## config.mk

```make
export PLATFORM = sky130hd
export DESIGN_NAME = csdec_top
export DESIGN_NICKNAME = d
export VERILOG_FILES = /design/src/rtl/csdec_pkg.sv /design/src/rtl/csdec_top.sv
export SDC_FILE = /design/constraint.sdc
export NUM_CORES = 1
export LEC_CHECK = 0
export BUFFER_PORTS_ARGS = -buffer_cell sky130_fd_sc_hd__buf_2
export CAP_MARGIN = 20
export CORE_MARGIN = 2
export CORE_UTILIZATION = 64
export CTS_CLUSTER_SIZE = 30
export DETAILED_ROUTE_END_ITERATION = 8
export PLACE_DENSITY = 0.95
export SYNTH_ARGS = -nofsm -noshare
export SYNTH_HDL_FRONTEND = slang
export SYNTH_SLANG_ARGS = --single-unit
```

## constraint.sdc

```tcl
create_clock -name mclk_i -period 6.2 [get_ports mclk_i]
set_input_delay 0.62 -clock mclk_i [delete_from_list [all_inputs] [get_ports mclk_i]]
set_output_delay 0.62 -clock mclk_i [all_outputs]
set_load 0.02 [all_outputs]
```

## src/rtl/csdec_pkg.sv

```systemverilog
// Purpose: Shared constants and types for the chip select and wait state decoder.
// Assumes: Four external selects, 24-bit memory address, 16-bit I/O address, 8-bit registers.
// Notes: Register address is {select[1:0], offset[1:0]} on the plain register port.
package csdec_pkg;

    // Geometry
    localparam int unsigned NUM_SEL = 4;
    localparam int unsigned ADDR_W = 24;
    localparam int unsigned REG_AW = 4;

    // Register offsets inside one select's group
    localparam logic [1:0] OFS_CTL = 2'h0;
    localparam logic [1:0] OFS_LBR = 2'h1;
    localparam logic [1:0] OFS_UBR = 2'h2;
    localparam logic [1:0] OFS_STAT = 2'h3;

    // Control register fields
    localparam int unsigned CTL_WAIT_LSB = 5;
    localparam int unsigned CTL_WAIT_MSB = 7;
    localparam int unsigned CTL_IO_BIT = 4;
    localparam int unsigned CTL_EN_BIT = 3;

    // Status register fields
    localparam int unsigned STAT_ACTIVE_BIT = 0;
    localparam int unsigned STAT_STALL_BIT = 1;
    localparam int unsigned STAT_WAITPIN_BIT = 2;

    // Reset values
    localparam logic [7:0] CTL_RST_SEL0 = 8'hE8;
    localparam logic [7:0] CTL_RST_OTHER = 8'h00;
    localparam logic [7:0] LBR_RST = 8'h00;
    localparam logic [7:0] UBR_RST_SEL0 = 8'hFF;
    localparam logic [7:0] UBR_RST_OTHER = 8'h00;

    // On-chip peripheral window: I/O high byte of zero
    localparam logic [7:0] IO_PERIPH_HI = 8'h00;

    // Access sequencer states
    typedef enum logic [2:0] {
        ST_IDLE = 3'b001,
        ST_ACCESS = 3'b010,
        ST_END = 3'b100
    } csdec_state_t;

endpackage : csdec_pkg

```

## src/rtl/csdec_top.sv

```systemverilog
// Purpose: Decodes CPU or bus-master accesses into four active-low chip selects with wait states.
// Assumes: CPU holds its request level until done_o, then drops it; wait_n_i and ext_* are raw pins.
// Notes: Register address is {select, offset}; the rules carried out below follow.
// Summary of operation
// RULE1 - Each select serves memory when its space bit is 0, I/O when 1.
// RULE2 - After reset all four selects are set for memory space.
// RULE3 - A select never asserts unless its enable bit is 1.
// RULE4 - Memory select matches when lower bound <= address top byte <= upper bound.
// RULE5 - Internal RAM and flash hits suppress every external memory select.
// RULE6 - Among several matching selects only the lowest numbered one asserts.
// RULE7 - Memory selects assert only on memory access, with memory request and strobe low.
// RULE8 - Equal bounds give exactly one 64 KB page.
// RULE9 - Select 0 resets to bounds 00h..FFh, others to 00h..00h.
// RULE10 - I/O selects assert only on I/O access, with I/O request and strobe low.
// RULE11 - I/O select matches address bits 15:8 against its lower bound only.
// RULE12 - I/O addresses 0000h..00FFh never raise an external select.
// RULE13 - Each select stalls the CPU for its 3-bit wait count of cycles; the code stalls for the count plus one cycle.
// RULE14 - Low wait input stalls; resume on first edge after it returns high; the code resumes on the third edge, after the two-flop synchroniser.
// RULE15 - Devices using the wait input need at least one wait state, seven preferred.
// RULE16 - After programmed waits, extra wait cycles while wait input stays low.
// RULE17 - During bus grant the externally driven address is decoded as usual.
// RULE18 - All selects and strobes stay high when nothing matches.
module csdec_top
    import csdec_pkg::*;
(
    // Clock, reset, enable
    input wire logic mclk_i,
    input wire logic arst_n_i,
    input wire logic ce_i,
    // Register port
    input wire logic [REG_AW-1:0] reg_addr_i,
    input wire logic [7:0] reg_wdata_i,
    input wire logic reg_wr_i,
    input wire logic reg_rd_i,
    output logic [7:0] reg_rdata_o,
    // CPU access side
    input wire logic [ADDR_W-1:0] cpu_addr_i,
    input wire logic cpu_mem_i,
    input wire logic cpu_io_i,
    input wire logic cpu_write_i,
    input wire logic ram_hit_i,
    input wire logic flash_hit_i,
    output logic cpu_stall_o,
    output logic done_o,
    // External bus master pins
    input wire logic bus_grant_n_i,
    input wire logic [ADDR_W-1:0] ext_addr_i,
    input wire logic ext_mem_i,
    input wire logic ext_io_i,
    input wire logic ext_write_i,
    // External wait pin
    input wire logic wait_n_i,
    // External bus strobes
    output logic select_out_0_n_o,
    output logic select_out_1_n_o,
    output logic select_out_2_n_o,
    output logic select_out_3_n_o,
    output logic memory_request_n_o,
    output logic io_request_n_o,
    output logic read_n_o,
    output logic write_n_o
);

    // Configuration storage
    logic [7:0] lbr_q [NUM_SEL];
    logic [7:0] ubr_q [NUM_SEL];
    logic [2:0] wcnt_cfg_q [NUM_SEL];
    logic io_q [NUM_SEL];
    logic en_q [NUM_SEL];

    // Synchronisers for pins
    logic wait_s1_q, wait_s2_q;
    logic [ADDR_W+2:0] ext_s1_q, ext_s2_q;

    // Decode inputs
    logic [ADDR_W-1:0] dec_addr;
    logic dec_mem, dec_io, dec_write;
    logic mem_kind, io_kind;
    logic [NUM_SEL-1:0] mem_hit, io_hit, match_vec;
    logic any_match;
    logic [1:0] pick_d;

    // Sequencer
    csdec_state_t state_q, state_d;
    logic [1:0] sel_q;
    logic [2:0] cnt_q;
    logic [2:0] wt_q;
    logic [NUM_SEL-1:0] sel_n_q;
    logic mem_req_n_q, ioreq_n_q, rd_n_q, wr_n_q;
    logic done_q;
    logic [7:0] rdata_q;
    logic start, finish;

    // Two-flop capture of the wait pin and the external master's bus; first stage read by second only
    always_ff @(posedge mclk_i or negedge arst_n_i) begin
        if (!arst_n_i) begin
            wait_s1_q <= 1'b1;
            wait_s2_q <= 1'b1;
            ext_s1_q <= '0;
            ext_s2_q <= '0;
        end else if (ce_i) begin
            wait_s1_q <= wait_n_i;
            wait_s2_q <= wait_s1_q;
            ext_s1_q <= {ext_write_i, ext_io_i, ext_mem_i, ext_addr_i};
            ext_s2_q <= ext_s1_q;
        end
    end

    // Source select: granted bus means the outside master's address drives decode [RULE17]
    assign dec_addr = bus_grant_n_i ? cpu_addr_i : ext_s2_q[ADDR_W-1:0];
    assign dec_mem = bus_grant_n_i ? cpu_mem_i : ext_s2_q[ADDR_W];
    assign dec_io = bus_grant_n_i ? cpu_io_i : ext_s2_q[ADDR_W+1];
    assign dec_write = bus_grant_n_i ? cpu_write_i : ext_s2_q[ADDR_W+2];

    // Access kind; internal memories and the peripheral window win over external selects
    assign mem_kind = dec_mem & ~dec_io & ~ram_hit_i & ~flash_hit_i; // [RULE5] [RULE7]
    assign io_kind = dec_io & ~dec_mem & (dec_addr[15:8] != IO_PERIPH_HI); // [RULE10] [RULE12]

    // Per-select range and byte compare
    for (genvar g = 0; g < NUM_SEL; g++) begin : g_match
        // Inclusive bounds, so equal bounds leave exactly one 64 KB page [RULE4] [RULE8]
        assign mem_hit[g] = en_q[g] & ~io_q[g] // [RULE1] [RULE3]
            & (dec_addr[23:16] >= lbr_q[g]) & (dec_addr[23:16] <= ubr_q[g]);
        // Only the I/O high byte counts, against the lower bound; top byte and upper bound play no part [RULE11]
        assign io_hit[g] = en_q[g] & io_q[g] & (dec_addr[15:8] == lbr_q[g]); // [RULE1] [RULE3]
    end

    assign match_vec = mem_kind ? mem_hit : (io_kind ? io_hit : '0);
    assign any_match = |match_vec;

    // Fixed priority: scan downward so the lowest index is left standing [RULE6]
    always_comb begin
        pick_d = 2'h0;
        for (int i = NUM_SEL - 1; i >= 0; i--) begin
            if (match_vec[i]) begin
                pick_d = i[1:0];
            end
        end
    end

    // Configuration writes; select 0 alone covers all memory after reset [RULE2] [RULE9]
    always_ff @(posedge mclk_i or negedge arst_n_i) begin
        if (!arst_n_i) begin
            for (int i = 0; i < NUM_SEL; i++) begin
                lbr_q[i] <= LBR_RST;
                ubr_q[i] <= (i == 0) ? UBR_RST_SEL0 : UBR_RST_OTHER;
                wcnt_cfg_q[i] <= (i == 0) ? CTL_RST_SEL0[CTL_WAIT_MSB:CTL_WAIT_LSB]
                    : CTL_RST_OTHER[CTL_WAIT_MSB:CTL_WAIT_LSB];
                io_q[i] <= (i == 0) ? CTL_RST_SEL0[CTL_IO_BIT] : CTL_RST_OTHER[CTL_IO_BIT];
                en_q[i] <= (i == 0) ? CTL_RST_SEL0[CTL_EN_BIT] : CTL_RST_OTHER[CTL_EN_BIT];
            end
        end else if (ce_i && reg_wr_i) begin
            unique case (reg_addr_i[1:0])
                OFS_CTL: begin
                    wcnt_cfg_q[reg_addr_i[3:2]] <= reg_wdata_i[CTL_WAIT_MSB:CTL_WAIT_LSB];
                    io_q[reg_addr_i[3:2]] <= reg_wdata_i[CTL_IO_BIT];
                    en_q[reg_addr_i[3:2]] <= reg_wdata_i[CTL_EN_BIT];
                end
                OFS_LBR: lbr_q[reg_addr_i[3:2]] <= reg_wdata_i;
                OFS_UBR: ubr_q[reg_addr_i[3:2]] <= reg_wdata_i;
                OFS_STAT: ; // Status is read-only, writes ignored
            endcase
        end
    end

    // Read port: data stands one cycle after the strobe, zero otherwise
    always_ff @(posedge mclk_i or negedge arst_n_i) begin
        if (!arst_n_i) begin
            rdata_q <= 8'h00;
        end else if (ce_i) begin
            rdata_q <= 8'h00;
            if (reg_rd_i) begin
                unique case (reg_addr_i[1:0])
                    OFS_CTL: begin
                        rdata_q[CTL_WAIT_MSB:CTL_WAIT_LSB] <= wcnt_cfg_q[reg_addr_i[3:2]];
                        rdata_q[CTL_IO_BIT] <= io_q[reg_addr_i[3:2]];
                        rdata_q[CTL_EN_BIT] <= en_q[reg_addr_i[3:2]];
                    end
                    OFS_LBR: rdata_q <= lbr_q[reg_addr_i[3:2]];
                    OFS_UBR: rdata_q <= ubr_q[reg_addr_i[3:2]];
                    OFS_STAT: begin
                        rdata_q[STAT_ACTIVE_BIT] <= ~sel_n_q[reg_addr_i[3:2]];
                        rdata_q[STAT_STALL_BIT] <= cpu_stall_o;
                        rdata_q[STAT_WAITPIN_BIT] <= ~wait_s2_q;
                    end
                endcase
            end
        end
    end
    assign reg_rdata_o = rdata_q;

    // Access begins only from idle on a matching request; wait ends on count zero and pin high
    assign start = (state_q == ST_IDLE) && any_match;
    assign finish = (state_q == ST_ACCESS) && (cnt_q == 3'h0) && wait_s2_q; // [RULE14] [RULE16]

    // Next state
    always_comb begin
        state_d = state_q;
        unique case (state_q)
            ST_IDLE: if (any_match) state_d = ST_ACCESS;
            ST_ACCESS: if (finish) state_d = ST_END;
            // Hold off until the request drops so one request is served once
            ST_END: if (!(dec_mem || dec_io)) state_d = ST_IDLE;
            default: state_d = ST_IDLE;
        endcase
    end

    always_ff @(posedge mclk_i or negedge arst_n_i) begin
        if (!arst_n_i) begin
            state_q <= ST_IDLE;
        end else if (ce_i) begin
            state_q <= state_d;
        end
    end

    // Wait counter loaded from the chosen select's field on entry [RULE13]
    always_ff @(posedge mclk_i or negedge arst_n_i) begin
        if (!arst_n_i) begin
            cnt_q <= 3'h0;
            wt_q <= 3'h0;
            sel_q <= 2'h0;
        end else if (ce_i) begin
            if (start) begin
                cnt_q <= wcnt_cfg_q[pick_d];
                wt_q <= wcnt_cfg_q[pick_d];
                sel_q <= pick_d;
            end else if (state_q == ST_ACCESS && cnt_q != 3'h0) begin
                cnt_q <= cnt_q - 3'h1;
            end
        end
    end

    // Strobes: one select plus the matching request and direction strobe, high otherwise [RULE18]
    always_ff @(posedge mclk_i or negedge arst_n_i) begin
        if (!arst_n_i) begin
            sel_n_q <= '1;
            mem_req_n_q <= 1'b1;
            ioreq_n_q <= 1'b1;
            rd_n_q <= 1'b1;
            wr_n_q <= 1'b1;
        end else if (ce_i) begin
            if (start) begin
                sel_n_q <= ~(NUM_SEL'(1) << pick_d); // [RULE6]
                mem_req_n_q <= ~mem_kind; // [RULE7]
                ioreq_n_q <= ~io_kind; // [RULE10]
                rd_n_q <= dec_write;
                wr_n_q <= ~dec_write;
            end else if (finish) begin
                sel_n_q <= '1;
                mem_req_n_q <= 1'b1;
                ioreq_n_q <= 1'b1;
                rd_n_q <= 1'b1;
                wr_n_q <= 1'b1;
            end
        end
    end

    // Completion pulse coincides with strobes returning high
    always_ff @(posedge mclk_i or negedge arst_n_i) begin
        if (!arst_n_i) begin
            done_q <= 1'b0;
        end else if (ce_i) begin
            done_q <= finish;
        end
    end

    // Stall is combinational so the CPU freezes in the same cycle the select is low
    assign cpu_stall_o = (state_q == ST_ACCESS); // [RULE13] [RULE14]
    assign done_o = done_q;
    assign select_out_0_n_o = sel_n_q[0];
    assign select_out_1_n_o = sel_n_q[1];
    assign select_out_2_n_o = sel_n_q[2];
    assign select_out_3_n_o = sel_n_q[3];
    assign memory_request_n_o = mem_req_n_q;
    assign io_request_n_o = ioreq_n_q;
    assign read_n_o = rd_n_q;
    assign write_n_o = wr_n_q;

    // Helper: cycles spent in the access state, saturating
    logic [3:0] hlp_cnt_q;
    always_ff @(posedge mclk_i or negedge arst_n_i) begin
        if (!arst_n_i) begin
            hlp_cnt_q <= 4'h0;
        end else if (ce_i) begin
            if (start) begin
                hlp_cnt_q <= 4'h0;
            end else if (state_q == ST_ACCESS && hlp_cnt_q != 4'hF) begin
                hlp_cnt_q <= hlp_cnt_q + 4'h1;
            end
        end
    end
endmodule : csdec_top

```

; After elaboration in Yosys (flattened, before gate mapping)
; Index checks and enable logic that the tools add are counted.
[totals]
ff_bits = 163
inputBits = 75
word_cells = 178
[op_classes]
n_addsub = 1
order_cmp = 12
eq_ne = 13
shifts = 1
muxes = 57
bitwise_logic = 41
reduce_logical = 20
[ops]
columns = op, n
row1 = 32-bit bitwise mux, 2
row2 = 8-bit 2-to-1 mux, 6
row3 = 8-bit binary-select mux with 2-bit select, 2
row4 = 8-bit equality test, 4
row5 = 8-bit >= comparator, 4
row6 = 8-bit less-or-equal comparator, 4
row7 = 3-bit 2-to-1 mux, 10
row8 = 1-bit AND, 25
row9 = 24-bit 2-to-1 mux, 1
row10 = 3-bit case mux with 3 select lines, 2
row11 = 8-bit demux with 2-bit select, 1
row12 = 4-bit 2-to-1 mux, 4
row13 = 5-bit case mux with 3 select lines, 1
row14 = 1-bit 2-to-1 mux, 14
row15 = 1-bit inverter, 13
row16 = 3-bit binary-select mux with 2-bit select, 2
row17 = 12-bit bitwise mux, 1
row18 = 2-bit AND reduction, 5
row19 = 4-bit bitwise mux, 2
row20 = 2-bit 2-to-1 mux, 4
row21 = 8-bit nonzero test, 1
row22 = 1-bit binary-select mux with 2-bit select, 3
row23 = 3-bit demux with 2-bit select, 1
row24 = "3-bit >= comparator, second input constant", 2
row25 = other kinds (22), 31

; Depth between registers and ports, before layout
[depth]
ltp_word = 15
ltp_mapped = 16
mapped_depth_nobuf = 11

; Worst setup path before layout
; OpenSTA, ideal clock, no wires.
[synth_path]
path_type = input -> register
start = input port bus_grant_n_i
end = register cnt_q[0]
arrival_ns = 3.974
required_ns = 6.065
path_slack_ns = 2.091
path_stages = 16
n_path_buf = 5
cell_sequence = buf_6 > buf_12 > clkbuf_1 > mux2i_1 > ha_1 > nand2b_1 > a2111oi_0 > o31ai_1 > and4bb_1 > a31oi_4 > nand3_2 > o311a_1 > buf_6 > buf_4 > a21oi_1 > o22ai_1
[synth_via]
elab_chain_len = 15
[synth_lines]
columns = element, line_no
row1 = start: declaration, csdec_top.sv:46  ; input wire logic bus_grant_n_i,
row2 = "parallel branches: the longest is 5 deep, another holds 8-bit >= comparator", -
row3 = 4-bit 2-to-1 mux *, csdec_top.sv:128  ; assign match_vec = mem_kind ? mem_hit : (io_kind ? io_hit : '0);
row4 = 2-bit 2-to-1 mux (4 in a row), csdec_top.sv:135  ; if (match_vec[i]) begin
row5 = 2-bit inverter with 3-bit output, -
row6 = 3-bit binary-select mux with 2-bit select, -
row7 = 3-bit 2-to-1 mux (2 in a row), -
row8 = 3-bit 2-to-1 mux, csdec_top.sv:223  ; if (start) begin
row9 = end signal: assignment, csdec_top.sv:224  ; cnt_q <= wcnt_cfg_q[pick_d];
row10 = end signal: assignment, csdec_top.sv:228  ; cnt_q <= cnt_q - 3'h1;
row11 = end: declaration, csdec_top.sv:86  ; logic [2:0] cnt_q;
; Mark *: on every way between the ends. The select of a mux whose other input is x is not followed.
; A chain may end at the register's enable or synchronous reset.

; Final worst setup path
[layout_path]
start = input port bus_grant_n_i
end = register sel_n_q[2]
[layout_via]
elab_chain_len = 13
[layout_lines]
columns = element, line_no
row1 = "parallel branches: the longest is 5 deep, another holds 8-bit >= comparator", -
row2 = 4-bit 2-to-1 mux *, csdec_top.sv:128
row3 = 2-bit 2-to-1 mux (4 in a row), csdec_top.sv:135
row4 = 1-bit by 2-bit << shifter with 4-bit output, csdec_top.sv:243  ; sel_n_q <= ~(NUM_SEL'(1) << pick_d);
row5 = 4-bit inverter, csdec_top.sv:243
row6 = 4-bit 2-to-1 mux, csdec_top.sv:242  ; if (start) begin
row7 = end signal: assignment, csdec_top.sv:243
row8 = end: declaration, csdec_top.sv:88  ; logic [NUM_SEL-1:0] sel_n_q;
; Mark *: on every way between the ends.

==> metrics.cfg <==
[worst_setup_path]
crit_type = primary input to flop
endpoint_kind = flop
critPathLaunchType = primary input
crit_arrival_ns = 4.62
cp.required_ns = 6.55
r2r_slack_ns = 2.53
critPathMaxFanout = 23

[synthesis]
synth_cell_types = 63
synth_area_per_cell_um2 = 11.0
synthAdderAreaFrac = 0.0942
synth_edf_count = 0
synth-simple-area-share = 0.0997
ys_ff_latch = 147
synth_xor_area_frac = 0.0330
netlist_area_mm2 = 0.00877
muxShareOfSynthArea = 0.193
synth_top_family_by_area = multiplexers
async_flop_share = 1.00
syn_nets = 940
synth_warnings = 0
yosysTopAreaCellShare = 0.354
synth-compound-area-share = 0.110
yosys-top-cells-area = dfrtp_1, mux2_2, ha_1
synth_cells = 799
yosysTopAreaCell = dfrtp_1
seq_area_frac_synth = 0.423
synth_ff_type = dfrtp_1

[place]
dp_hpwl_mm = 16.2
numPortBuffers = 76
gp_congestion = 0.953

[route]
via_per_inst = 6.83
drtAntennaViolNets = 0
drt_first_pass_iters = 8
drc = 0
vias = 7203
drt_iter0_markers = 1010
totalWireLength_mm = 25.3
avgRoutedWirePerCell_um = 24.0

[pwr]
powerDensity_mw_per_mm2 = 349
p_int_mw = 2.35
ir_drop_v = 0.000215
p_switching_mw = 1.11
cellLeakagePower_nw = 4.47
sequentialPowerShare = 0.391
p_clk_frac = 0.330
netSwitchingFraction = 0.322
combPwrFrac = 0.279

[timing]
max_freq_mhz = 234
worstMarginPinSlew_ns = 1.03
period_share = 0.689
relSlewSlack = 0.313
final.setup_skew_ns = 0.00641
rsz0062_at_grt = false
setup_viol = 0
period_needed_ns = 4.27
timing.final.hold_violations = 0
drv_slew = 0
fin_tns_setup_ns = 0

[layout]
layout.nets = 1007
final_common_cell = dfrtp_1
antenna_cells = 0
fill_cells = 784
mostFrequentLayoutCells = dfrtp_1, mux2_2, buf_2, nand2_1, ha_1
area_growth_pct = 13.0
drive_gt1_frac = 0.295
final_util = 0.746

[floorplan]
die_h_um = 121
start_util = 0.660
dieArea_mm2 = 0.0147
num_io_pins = 93
rows = 42
coreArea_mm2 = 0.0133
die_w_um = 121

[outcome]
outcome = complete, no violations

[clocking]
clkLatencyLatePin_ns = 0.43
numCtsBuffers = 17
postCtsResizedCells = 0
cts_sinks = 147
clk_path_buf_depth = 2
cts_tree = built
post-cts-setup-buffer-count = 0
clk_pin_slew_worst_paths_ns = 0.06
cts_hold_buf = 0
cts-root-buf = clkbuf_16
htree_levels = 4

[global_route]
globalRouteOverflowTotal = 0
grtUsageTotal = 0.367
grt_antenna_before_repair = 0
grt_pass1_wl_mm = 40.4
grt_start_max_net_pins = 81
grt_pass1_vias = 7424

[job]
maxCapViolations = 0

[min_path]
hp-class = primary input to asynchronous set/reset pin

==> path summary, 6_finish.rpt <==
path | from | end | cells past startpoint
min in group mclk_i | ext_addr_i[17] | ext_s1_q[17] | 2
max in group asynchronous | arst_n_i | reg_rdata_o[0] | 2
max reg2reg | ext_s2_q[16] | sel_n_q[2] | 12
min reg2reg | reg_rdata_o[2] | reg_rdata_o[2] | 1
max | bus_grant_n_i | sel_n_q[2] | 13
min | arst_n_i | ext_s1_q[17] | 1
==> area by class of cell <==
cell class | instances | area [um^2] | share of cell area
clock buffer | 23 | 478 | 0.0482
clock inverter | 9 | 176 | 0.0178
inverter | 66 | 248 | 0.0250
multi-input combinational | 551 | 4650 | 0.469
sequential | 147 | 3710 | 0.374
tap | 176 | 220 | 0.0222
timing repair buffer | 83 | 437 | 0.0440
==> metal layers <==
metal	GRT usage	routed length, um	share of wire
met2	0.574	11700	0.46
met1	0.458	9310	0.37
met4	0.236	1720	0.068
met3	0.0893	2560	0.10
met5	0	0	0
==> Yosys cell counts, types with 6 or more instances <==
library cell	instances
nor2b_1	10
nor4_1	9
nand2_1	70
a21oi_1	36
mux2_2	89
dfrtp_1	124
ha_1	66
a21o_1	6
nor2_1	24
nor3_1	13
xnor2_1	32
mux4_2	22
mux2i_4	6
clkbuf_1	25
o21ai_0	56
dfstp_2	23
inv_1	65
o2bb2ai_1	8
nand4_1	14
o211ai_1	6
nand3_1	7
nand2b_1	11
==> critical path: stages <==
cell,delay (ns)
buf_2,0.64
mux2i_1,0.26
buf_4,0.22
ha_1,0.25
nand2b_1,0.13
a2111oi_0,0.54
o31ai_1,0.14
and4bb_1,0.25
a31oi_4,0.28
nand3_2,0.13
o311a_1,0.57
or2_1,0.33
a41oi_1,0.23
==> cells by family (layout without fill, tap and decap cells) <==
family | count (synthesis) | count (layout)
AND/OR/NAND/NOR | 177 | 177
AO/OA/AOI/OAI | 153 | 153
flip-flops | 147 | 147
multiplexers | 122 | 122
buffers and inverters | 101 | 181
adder cells (fa/ha/maj) | 66 | 66
XOR/XNOR | 33 | 33
==> per-stage QoR <==
stage / instances / worst slack, ns / total power, mW / hold WS (ns) / cell area [um^2]
after detailed placement: 1022 / 1.58 / 2.24 / 0.472 / 9260
after floorplan: 799 / 2.09 / 1.94 / 0.324 / 8770
final: 1055 / 1.93 / 3.46 / 0.203 / 9910
after CTS: 1054 / 2.02 / 3.42 / 0.247 / 9910
after global placement: 1022 / 1.77 / 2.17 / 0.460 / 9260
after global routing: 1055 / 1.67 / 3.60 / 0.286 / 9910
==> sequential cells by signal (all words and copies together) (netlist names) <==
name                cells
write_n_o               1
reg_rdata_o             8
io_q                    4
wait_s1_q               1
wait_s2_q               1
io_request_n_o          1
ext_s1_q               19
cnt_q                   3
read_n_o                1
ubr_q                  32
memory_request_n_o      1
state_q                 3
lbr_q                  32
done_o                  1
wcnt_cfg_q             12
sel_n_q                 4
en_q                    4
ext_s2_q               19
==> power by group through the flow <==
stage               logic, mW  clock network [mW]  registers (mW)
floorplan               0.614                   0            1.33
global placement        0.840                   0            1.33
detailed placement      0.895                   0            1.34
CTS                     0.937                1.14            1.34
global route             1.05                1.19            1.37
finish                  0.965                1.14            1.35
Power figures use the tool's default switching activity.
